File: config.mk
export PLATFORM = sky130hd
export DESIGN_NAME = sbf_slip_flags
export DESIGN_NICKNAME = d
export VERILOG_FILES = /design/src/logic/sbf_pkg.sv /design/src/logic/sbf_slip_detect.sv /design/src/logic/sbf_slip_flags.sv
export SDC_FILE = /design/constraint.sdc
export NUM_CORES = 1
export LEC_CHECK = 0
export ABC_AREA = 1
export ABC_CLOCK_PERIOD_IN_PS = 900
export BUFFER_PORTS_ARGS = -buffer_cell sky130_fd_sc_hd__clkbuf_2
export CELL_PAD_IN_SITES_DETAIL_PLACEMENT = 0
export CELL_PAD_IN_SITES_GLOBAL_PLACEMENT = 2
export CORE_ASPECT_RATIO = 1.75
export CORE_MARGIN = 1.5
export CORE_UTILIZATION = 25
export CTS_CLUSTER_DIAMETER = 150
export DETAILED_ROUTE_END_ITERATION = 10
export PLACE_DENSITY = 0.77
export SLEW_MARGIN = 20
export SYNTH_ARGS = -nofsm -noshare
export SYNTH_HDL_FRONTEND = slang
export SYNTH_HIERARCHICAL = 1
export SYNTH_SLANG_ARGS = --single-unit
export TNS_END_PERCENT = 1
File: constraint.sdc
create_clock -name clk_i -period 0.9 [get_ports clk_i]
set_clock_uncertainty 0.1 [all_clocks]
set_input_delay 0.135 -clock clk_i [delete_from_list [all_inputs] [get_ports clk_i]]
set_output_delay 0.135 -clock clk_i [all_outputs]
set_load 0.01 [all_outputs]
File: src/logic/sbf_pkg.sv
package sbf_pkg;

  // ****************************************************************
  // register bus
  // ****************************************************************
  localparam int unsigned ADDR_W = 4;
  localparam int unsigned DATA_W = 8;

  localparam logic [ADDR_W-1:0] ADDR_STATUS = 4'h0;
  localparam logic [ADDR_W-1:0] ADDR_ENABLE = 4'h1;

  localparam logic [DATA_W-1:0] STATUS_RESET = 8'h00;
  localparam logic [DATA_W-1:0] ENABLE_RESET = 8'h00;
  localparam logic [DATA_W-1:0] READ_IDLE    = 8'h00;
  localparam logic [DATA_W-1:0] ALL_ONES     = 8'hff;

  // ****************************************************************
  // field layout: each buffer owns a group of three bits
  // ****************************************************************
  localparam int unsigned NUM_BUF = 2;
  localparam int unsigned BUF_RX  = 0;
  localparam int unsigned BUF_TX  = 1;

  localparam int unsigned GRP_W = 3;

  // offsets inside a group
  localparam int unsigned FLD_SLIP  = 0;
  localparam int unsigned FLD_EMPTY = 1;
  localparam int unsigned FLD_FULL  = 2;

  // base bit of each group
  localparam int unsigned BASE_RX = 0;
  localparam int unsigned BASE_TX = 5;

  // implemented bits; bits 4 and 3 read as zero
  localparam logic [DATA_W-1:0] FLAG_MASK = 8'he7;

  typedef logic [GRP_W-1:0] sbf_grp_t;

endpackage

File: src/logic/sbf_slip_detect.sv
`timescale 1ns/1ns

// ****************************************************************
// per-buffer slip event detector
// ****************************************************************
module sbf_slip_detect
  import sbf_pkg::*;
(
  // clock and reset
  input  wire logic clk_i,
  input  wire logic rst_i,
  // buffer state and accesses
  input  wire logic full_i,
  input  wire logic empty_i,
  input  wire logic wr_access_i,
  input  wire logic rd_access_i,
  // events to the flag register
  output logic      full_evt_o,
  output logic      empty_evt_o,
  // frame slip commands to the datapath
  output logic      repeat_frame_o,
  output logic      discard_frame_o
);

  typedef struct packed {
    logic prev_full;
    logic prev_empty;
    logic repeat_frame;
    logic discard_frame;
  } sbf_det_s;

  sbf_det_s state_reg;
  sbf_det_s state_next;

  logic     overrun;
  logic     underrun;

  always_comb begin
    overrun    = full_i & wr_access_i;
    underrun   = empty_i & rd_access_i;
    state_next = state_reg;
    state_next.prev_full     = full_i;
    state_next.prev_empty    = empty_i;
    state_next.discard_frame = overrun;
    state_next.repeat_frame  = underrun;
  end

  always_ff @(posedge clk_i or posedge rst_i) begin
    if (rst_i) begin
      state_reg <= '0;
    end else begin
      state_reg <= state_next;
    end
  end

  // buffer becoming full or empty, or an access that forces a slip
  assign full_evt_o      = (full_i & ~state_reg.prev_full) | overrun;
  assign empty_evt_o     = (empty_i & ~state_reg.prev_empty) | underrun;
  assign repeat_frame_o  = state_reg.repeat_frame;
  assign discard_frame_o = state_reg.discard_frame;

endmodule

File: src/logic/sbf_slip_flags.sv
// Overview of operation
// - rx empty flag reads 1 if empty event since last status read; read clears it
// - rx empty event is declared whenever the receive store becomes empty
// - read of empty rx store replays a whole frame and sets the empty flag
// - rx slip flag sets on fill or empty, including replay; cleared by read
// - enable bit 7 is read/write tx full interrupt enable, reset 0
// - write to full tx store discards a whole frame and sets tx full flag
// - tx full interrupt raised only while its enable bit is 1
// - write to full rx store discards a whole frame and sets flag bit 2
`timescale 1ns/1ns

module sbf_slip_flags
  import sbf_pkg::*;
(
  // clock and reset
  input  wire logic              clk_i,
  input  wire logic              rst_i,
  // register port
  input  wire logic [ADDR_W-1:0] addr_i,
  input  wire logic [DATA_W-1:0] wdata_i,
  input  wire logic              wr_i,
  input  wire logic              rd_i,
  output logic      [DATA_W-1:0] rdata_o,
  // receive elastic store
  input  wire logic              rx_full_i,
  input  wire logic              rx_empty_i,
  input  wire logic              rx_wr_access_i,
  input  wire logic              rx_rd_access_i,
  output logic                   rx_repeat_frame_o,
  output logic                   rx_discard_frame_o,
  // transmit elastic store
  input  wire logic              tx_full_i,
  input  wire logic              tx_empty_i,
  input  wire logic              tx_wr_access_i,
  input  wire logic              tx_rd_access_i,
  output logic                   tx_repeat_frame_o,
  output logic                   tx_discard_frame_o,
  // interrupt request
  output logic                   irq_o
);

  // ****************************************************************
  // state
  // ****************************************************************
  // status flags, enables, and the read word that stands for one cycle
  typedef struct packed {
    logic [DATA_W-1:0] status;
    logic [DATA_W-1:0] enable;
    logic [DATA_W-1:0] rdata;
  } sbf_regs_s;

  sbf_regs_s regs_reg;
  sbf_regs_s regs_next;

  // ****************************************************************
  // helpers
  // ****************************************************************
  // event group: slip is set by either full or empty
  function automatic sbf_grp_t grp_events(input logic full, input logic empty);
    sbf_grp_t g;
    g            = '0;
    g[FLD_FULL]  = full;
    g[FLD_EMPTY] = empty;
    g[FLD_SLIP]  = full | empty;
    return g;
  endfunction

  // spreads a group's bits into a register word at the given base bit
  function automatic logic [DATA_W-1:0] place_grp(input sbf_grp_t g, input int unsigned base);
    logic [DATA_W-1:0] v;
    v = '0;
    for (int unsigned i = 0; i < GRP_W; i++) begin
      v[base+i] = g[i];
    end
    return v;
  endfunction

  // base bit of a buffer's group in the status and enable registers
  function automatic int unsigned grp_base(input int unsigned buf_idx);
    int unsigned base;
    base = BASE_RX;
    if (buf_idx == BUF_TX) begin
      base = BASE_TX;
    end
    return base;
  endfunction

  // strobe that reaches one register: high only when the address selects it
  function automatic logic strobe_to(input logic strobe, input logic [ADDR_W-1:0] addr,
                                     input logic [ADDR_W-1:0] reg_addr);
    return strobe & (addr == reg_addr);
  endfunction

  // word returned by a read; unmapped addresses read as zero
  function automatic logic [DATA_W-1:0] read_word(input logic [ADDR_W-1:0] addr, input sbf_regs_s regs);
    logic [DATA_W-1:0] w;
    w = READ_IDLE;
    if (addr == ADDR_STATUS) begin
      w = regs.status;
    end else if (addr == ADDR_ENABLE) begin
      w = regs.enable;
    end
    return w;
  endfunction

  // ****************************************************************
  // per-buffer detectors
  // ****************************************************************
  logic [NUM_BUF-1:0] buf_full;
  logic [NUM_BUF-1:0] buf_empty;
  logic [NUM_BUF-1:0] buf_wr;
  logic [NUM_BUF-1:0] buf_rd;
  logic [NUM_BUF-1:0] full_evt;
  logic [NUM_BUF-1:0] empty_evt;
  logic [NUM_BUF-1:0] repeat_frame;
  logic [NUM_BUF-1:0] discard_frame;
  // flag bits that each buffer raises this cycle, at its own group
  logic [DATA_W-1:0]  buf_set [NUM_BUF];

  assign buf_full  = {tx_full_i, rx_full_i};
  assign buf_empty = {tx_empty_i, rx_empty_i};
  assign buf_wr    = {tx_wr_access_i, rx_wr_access_i};
  assign buf_rd    = {tx_rd_access_i, rx_rd_access_i};

  // levels are compared with the previous cycle, so a store that is already
  // full or empty when reset ends reports that event in the first cycle
  genvar b;
  generate
    for (b = 0; b < NUM_BUF; b++) begin : g_buf
      sbf_slip_detect u_detect (
        .clk_i           (clk_i),
        .rst_i           (rst_i),
        .full_i          (buf_full[b]),
        .empty_i         (buf_empty[b]),
        .wr_access_i     (buf_wr[b]),
        .rd_access_i     (buf_rd[b]),
        .full_evt_o      (full_evt[b]),
        .empty_evt_o     (empty_evt[b]),
        .repeat_frame_o  (repeat_frame[b]),
        .discard_frame_o (discard_frame[b])
      );

      assign buf_set[b] = place_grp(grp_events(full_evt[b], empty_evt[b]),
                                    grp_base(b));
    end
  endgenerate

  // frame slip commands go straight to each store's datapath
  assign rx_repeat_frame_o  = repeat_frame[BUF_RX];
  assign rx_discard_frame_o = discard_frame[BUF_RX];
  assign tx_repeat_frame_o  = repeat_frame[BUF_TX];
  assign tx_discard_frame_o = discard_frame[BUF_TX];

  // ****************************************************************
  // address decode
  // ****************************************************************
  logic              rd_status;
  logic              wr_status;
  logic              wr_enable;

  // strobes qualified by the register they address; other addresses do nothing
  assign rd_status = strobe_to(rd_i, addr_i, ADDR_STATUS);
  assign wr_status = strobe_to(wr_i, addr_i, ADDR_STATUS);
  assign wr_enable = strobe_to(wr_i, addr_i, ADDR_ENABLE);

  // ****************************************************************
  // register update
  // ****************************************************************
  logic [DATA_W-1:0] set_bits;
  logic [DATA_W-1:0] clr_bits;

  always_comb begin
    // flags raised by either buffer in this cycle
    set_bits = '0;
    for (int unsigned k = 0; k < NUM_BUF; k++) begin
      set_bits = set_bits | buf_set[k];
    end

    // a status read clears all flags, a write of ones clears the chosen flags
    clr_bits = READ_IDLE;
    if (rd_status) begin
      clr_bits = ALL_ONES;
    end else if (wr_status) begin
      clr_bits = wdata_i;
    end

    regs_next = regs_reg;
    // a new event wins over a clear in the same cycle
    regs_next.status = ((regs_reg.status & ~clr_bits) | set_bits) & FLAG_MASK;

    if (wr_enable) begin
      regs_next.enable = wdata_i & FLAG_MASK;
    end

    // read data stand for exactly one cycle
    regs_next.rdata = READ_IDLE;
    if (rd_i) begin
      regs_next.rdata = read_word(addr_i, regs_reg);
    end
  end

  // reset clears flags, enables and the read word
  always_ff @(posedge clk_i or posedge rst_i) begin
    if (rst_i) begin
      regs_reg.status <= STATUS_RESET;
      regs_reg.enable <= ENABLE_RESET;
      regs_reg.rdata  <= READ_IDLE;
    end else begin
      regs_reg <= regs_next;
    end
  end

  // ****************************************************************
  // outputs
  // ****************************************************************
  assign rdata_o = regs_reg.rdata;
  // flags that are both raised and enabled
  logic [DATA_W-1:0] pending;
  assign pending = regs_reg.status & regs_reg.enable;
  assign irq_o   = |pending;

endmodule

==> flow_summary.ini, run 1 <==
[pwr]
netSwitchingFraction_pct = 25.43
p_clk_share_pct = 29.2
p_comb_share_pct = 20.2
p_int_w = 0.001929
switching_power_w = 0.0006578
peakVddDrop_mv = 0.8460
seqPwrFrac_pct = 50.6
p_per_area_nw_per_um2 = 1509
p_leak_nw = 1.002

[run_status]
status = finished with violations
failed_checks = negative hold slack, negative setup slack

[worst_setup_path]
crit_top_cell = nand2_1
critPathRequiredTime_ns = 0.66
endpoint_kind = primary output
path_max_fanout = 2
crit_chain = nand2_1 > o21ai_2 > a21oi_1 > nand2_1 > buf_2
max_stage_delay_ns = 0.40
cp_num_buf_inv = 1
reg2reg_slack_ns = -0.05
worst-r2r-cell-count = 4
critPathArrivalTime_ns = 1.12
regToRegEndpoint = rdata_o[2]$_DFF_PP0_
cp_slowest_cell = dfrtp_1
startpoint_type = flop
crit_type = flop to primary output
critPathTopFamily = flip-flops
timing.rr.start = regs_reg[10]$_DFFE_PP0P_

[worst_hold_path]
min_from = rx_rd_access_i
hold_path_class = input port to flop
min_to = g_buf[0].u_detect/repeat_frame_o$_DFF_PP0_
hold_depth = 3

[sta]
period_share_pct = 150.5
drv_slew = 0
setup_viol = 13
setup-tns-final_ns = -1.412
rsz0062_at_grt = yes
fin_ws_ns = -0.4541
hold_violations = 1
period_minus_slack_ns = 1.354
whs_ns = -0.02793
max_freq_mhz = 738.5

[die]
die_y_um = 95.69
die_w_um = 55.97
rows = 33
core_um2 = 4707
start_util_pct = 26.08
die_area_um2 = 5355
io_pins = 37

[yosys]
synthFlopType = dfrtp_1
synth_simple_gate_area_share_pct = 24.57
synthDominantCellAreaShare_pct = 53.01
synth.distinct_cells = 14
yosysSeqAreaShare_pct = 53.01
muxShareOfSynthArea_pct = 0
avgSynthCellArea_um2 = 8.183
yosysMostFrequentCell = nand2_1
synth_top_family_by_area = simple AND/OR/NAND/NOR gates
ys_ff_latch = 26
synth_area_leaders = dfrtp_1 (53%), nand2_1 (16%), inv_1 (9.8%)
async_flop_share_pct = 100.0
ys_warn_count = 6
synth_compound_area_share_pct = 6.524
synthesis.area_um2 = 1227
synth_common_cells = nand2_1 (52), inv_1 (32), dfrtp_1 (26)
synth-xor-area-share_pct = 0
synth_fa_ha_area_share_pct = 0
syn-instance-count = 150
yosysTopAreaCell = dfrtp_1
synth-edff-count = 0

[cts]
path_clk_slew_ns = 0.09
cts_buffers = 3
postCtsHoldBufs = 11
cts_tree = done
cts_sinks = 26
cts_root_buf = clkbuf_8
insertion_delay_ns = 0.27
htreeDepth = 1
clockBufferDepth = 2

[drt]
drc_errors = 0
drt-initial-drc-count = 7
wl_per_cell_um = 9.541
dr_total_vias = 1007
firstDrtPassIters = 4
drt_wl_total_um = 2452
ant_nets = 0
vias_per_cell = 3.918

[cells_and_area]
final_net_count = 230
largest_reg_flops = 12
stdcell_count = 257
layout-drive-gt1-share_pct = 35.12
area_growth_pct = 39.65
utilization_pct = 36.42
nFillCells = 522
stdcell_area_um2 = 1714
antenna_cells = 0

[placement]
dpl-instance-area_um2 = 1510
port_buffers = 32
gp_congestion = 0.7382
dp_cells = 241
post-place-ws_ns = -0.1701
hpwlAfterDp_um = 1937

[grt]
track_usage_pct = 10.26
grt.met2_usage_pct = 20.10
grt_pass1_wl_um = 4284
grt-ovfl-total = 0
use_met3_pct = 1.882
antenna_found_initial = 0
grt_pass1_vias = 993
grt_max_degree = 19
busiest_layer = met2
met1_usage_pct = 10.75

[flow_run]
max_cap_violations = 0
## through the flow
| step | power (W) | hold WS, ns |
|---|---|---|
| 2_1_floorplan | 0.001544 | -0.1989 |
| 3_3_place_gp | 0.001777 | -0.06779 |
| 3_5_place_dp | 0.001778 | -0.06370 |
| 4_1_cts | 0.002623 | -0.03479 |
| 5_1_grt | 0.002749 | -0.002847 |
| 6_report | 0.002586 | -0.02793 |
## cell usage in the layout, fill, tap and decap left out
cell type       instances
nand2_1                51
clkbuf_2               31
inv_1                  28
dfrtp_1                26
buf_4                  11
dlygate4sd3_1          10
o21ai_1                 7
nand2_2                 6
nor2_4                  4
o21ai_0                 4
inv_2                   4
clkbuf_8                4
buf_6                   4
o21ai_2                 3
nor2_2                  2
nor2_1                  2
a21oi_1                 2
conb_1                  2
nand3_2                 1
dlymetal6s4s_1          1
buf_2                   1
buf_12                  1
## power by group through the flow
stage,clock network [W],registers [W],logic (W)
2_1_floorplan,0,0.00133,0.000216
3_3_place_gp,0,0.00133,0.000448
3_5_place_dp,0,0.00133,0.000449
4_1_cts,0.000793,0.00131,0.000522
5_1_grt,0.000837,0.00132,0.000594
6_report,0.000755,0.00131,0.000523
## area by class of cell
type	count	area, um2	share of cell area, %
timing repair buffer	59	420.4	24.53
tap	52	65.06	3.796
inverter	32	120.1	7.007
clock buffer	4	55.05	3.212
multi-input combinational	84	402.9	23.50
sequential	26	650.6	37.96
## per-layer routing
layer | up-vias | wire, um
li1 | 537 | -
met1 | 441 | 991
met2 | 25 | 1343
met3 | 4 | 89
met4 | 0 | 27
met5 | - | 0
## tightest hold or removal path: cells and delay by family
kind	cells	cell delay (ns)
and+or+nand+nor	1	0.06
buffers and inverters	2	0.12
## worst max path at each step
stage | startpoint | slack (ns) | endpoint | cells after the start
floorplan | regs_reg[21]$_DFF_PP0_ | -0.01 | irq_o | 4
detailed placement | addr_i[1] | -0.17 | regs_reg[22]$_DFF_PP0_ | 7
global placement | addr_i[1] | -0.16 | regs_reg[21]$_DFF_PP0_ | 7
finish | regs_reg[23]$_DFF_PP0_ | -0.45 | irq_o | 5
global route | regs_reg[21]$_DFF_PP0_ | -0.54 | irq_o | 5
CTS | regs_reg[23]$_DFF_PP0_ | -0.45 | irq_o | 5
## cells by family after synthesis
kind of cell,Yosys count
AO/OA/AOI/OAI,16
AND/OR/NAND/NOR,66
buffers and inverters,41
other,1
flip-flops,26
## timing repair
action / CTS / global route
pin swaps: 0 / 2
gates resized for setup: 6 / 10
buffers inserted: 1 / 0
endpoints found under the setup margin: 14 / 21
endpoints found under the hold margin: 37 / 1
Power figures use the tool's default switching activity.
==> inputs of run 2 (changes only) <==
--- a/config.mk
+++ b/config.mk
@@ -6,16 +6,16 @@
 export NUM_CORES = 1
 export LEC_CHECK = 0
 export ABC_AREA = 1
-export ABC_CLOCK_PERIOD_IN_PS = 900
+export ABC_CLOCK_PERIOD_IN_PS = 1650
 export BUFFER_PORTS_ARGS = -buffer_cell sky130_fd_sc_hd__clkbuf_2
 export CELL_PAD_IN_SITES_DETAIL_PLACEMENT = 0
 export CELL_PAD_IN_SITES_GLOBAL_PLACEMENT = 2
 export CORE_ASPECT_RATIO = 1.75
 export CORE_MARGIN = 1.5
-export CORE_UTILIZATION = 25
+export CORE_UTILIZATION = 30
 export CTS_CLUSTER_DIAMETER = 150
 export DETAILED_ROUTE_END_ITERATION = 10
-export PLACE_DENSITY = 0.77
+export PLACE_DENSITY = 0.86
 export SLEW_MARGIN = 20
 export SYNTH_ARGS = -nofsm -noshare
 export SYNTH_HDL_FRONTEND = slang
==> constraint.sdc (replaced) <==
create_clock -name clk_i -period 1.65 [get_ports clk_i]
set_clock_uncertainty 0.1 [all_clocks]
set_input_delay 0.2475 -clock clk_i [delete_from_list [all_inputs] [get_ports clk_i]]
set_output_delay 0.2475 -clock clk_i [all_outputs]
set_load 0.01 [all_outputs]
==> flow_summary.ini, run 2 (synthesis gave the netlist of run 1 again) <==
[worst_setup_path]
critPathArrivalTime_ns = 1.19
startpoint_type = flop
timing.rr.start = g_buf[0].u_detect/state_reg[3]$_DFF_PP0_
worst-r2r-cell-count = 5
path_max_fanout = 2
crit_type = flop to primary output
reg2reg_slack_ns = 0.81
regToRegEndpoint = regs_reg[16]$_DFF_PP0_
critPathRequiredTime_ns = 1.30
endpoint_kind = primary output

[die]
rows = 30
core_um2 = 3904
io_pins = 37
die_area_um2 = 4499
die_y_um = 87.62
die_w_um = 51.35
start_util_pct = 31.44

[sta]
period_share_pct = 92.89
drv_slew = 0
setup-tns-final_ns = 0
setup_viol = 0
max_freq_mhz = 652.5
rsz0062_at_grt = no
hold_violations = 0
whs_ns = 0.004860
period_minus_slack_ns = 1.533

[cts]
cts_sinks = 26
cts_tree = done
path_clk_slew_ns = 0.10
ctsResizeCount = 0
postCtsSetupRepairBufs = 0
cts_root_buf = clkbuf_8
cts_buffers = 3
clockBufferDepth = 2
htreeDepth = 1
insertion_delay_ns = 0.27

[drt]
firstDrtPassIters = 4
drt_wl_total_um = 2228
drc_errors = 0
ant_nets = 0
dr_total_vias = 920
vias_per_cell = 4.035
drt-initial-drc-count = 16
wl_per_cell_um = 9.772

[grt]
grt_max_degree = 19
grt-ovfl-total = 0
grt_pass1_wl_um = 3808
grt_pass1_vias = 976
track_usage_pct = 11.29
antenna_found_initial = 0

[pwr]
peakVddDrop_mv = 0.7774
p_leak_nw = 0.8818
p_clk_share_pct = 37.1
p_int_w = 0.001082
p_per_area_nw_per_um2 = 965.1
p_comb_share_pct = 12.5
switching_power_w = 0.0003356
power_w = 0.001418
netSwitchingFraction_pct = 23.67
seqPwrFrac_pct = 50.4

[cells_and_area]
multi_input_comb_area_um2 = 389.1
nFillCells = 431
seq_area_um2 = 650.6
largest_reg_flops = 12
area_growth_pct = 19.67
layout-drive-gt1-share_pct = 27.22
final_net_count = 205
final_common_cell = nand2_1
utilization_pct = 37.63
antenna_cells = 0
final_cell_mix = nand2_1 (52), inv_1 (32), clkbuf_2 (32), dfrtp_1 (26), o21ai_0 (8)

[worst_hold_path]
min_to = g_buf[0].u_detect/state_reg[2]$_DFF_PP0_
hold_depth = 1
hold_path_class = input port to flop
min_from = rx_empty_i

[placement]
port_buffers = 32
gp_congestion = 0.7832
hpwlAfterDp_um = 1788

[run_status]
status = finished clean

[flow_run]
max_cap_violations = 0
[run 2: worst max-delay path by stage]
| stage | cells past startpoint | end | from |
|---|---|---|---|
| 6_report | 5 | irq_o | regs_reg[22]$_DFF_PP0_ |
| 5_1_grt | 5 | irq_o | regs_reg[14]$_DFFE_PP0P_ |
| 4_1_cts | 5 | irq_o | regs_reg[22]$_DFF_PP0_ |
| 3_3_place_gp | 5 | irq_o | regs_reg[22]$_DFF_PP0_ |
| 2_1_floorplan | 4 | irq_o | regs_reg[21]$_DFF_PP0_ |
| 3_5_place_dp | 5 | irq_o | regs_reg[22]$_DFF_PP0_ |
[run 2: final cells by class]
class	count	share of cell area [%]
multi-input combinational	84	26.49
clock inverter	1	2.044
sequential	26	44.29
timing repair buffer	34	12.10
tap	48	4.089
clock buffer	3	2.811
inverter	32	8.177
[run 2: critical path, stage by stage (launching register included)]
cell,delay (ns)
dfrtp_1,0.36
inv_1,0.05
o21ai_0,0.23
a21oi_1,0.07
nand2_1,0.08
clkbuf_2,0.13
[run 2: through the flow]
stage | cells | setup WS (ns) | area (um2)
after global routing | 228 | 0.02441 | 1469
after global placement | 223 | 0.3858 | 1388
final | 228 | 0.1173 | 1469
after CTS | 228 | 0.08186 | 1469
after detailed placement | 223 | 0.3862 | 1388
after floorplan | 151 | 0.6024 | 1231
[run 2: layer usage]
metal,wire length (um),track usage [%],vias up
met2,1295,23.61,27
li1,-,-,485
met3,90,1.706,2
met1,811,9.923,406
met5,0,0,-
met4,29,5.024,0
[run 2: timing repair]
action	CTS	global route
setup endpoints to repair	0	0
hold buffers	1	0
endpoints found under the hold margin	26	0
[run 2: power by group through the flow]
stage               clock network (W)  registers, W  logic [W]
floorplan                           0      0.000724   0.000115
global placement                    0      0.000726   0.000176
detailed placement                  0      0.000728   0.000179
CTS                          0.000537      0.000715   0.000181
global route                 0.000554      0.000721   0.000208
finish                       0.000526      0.000715   0.000177
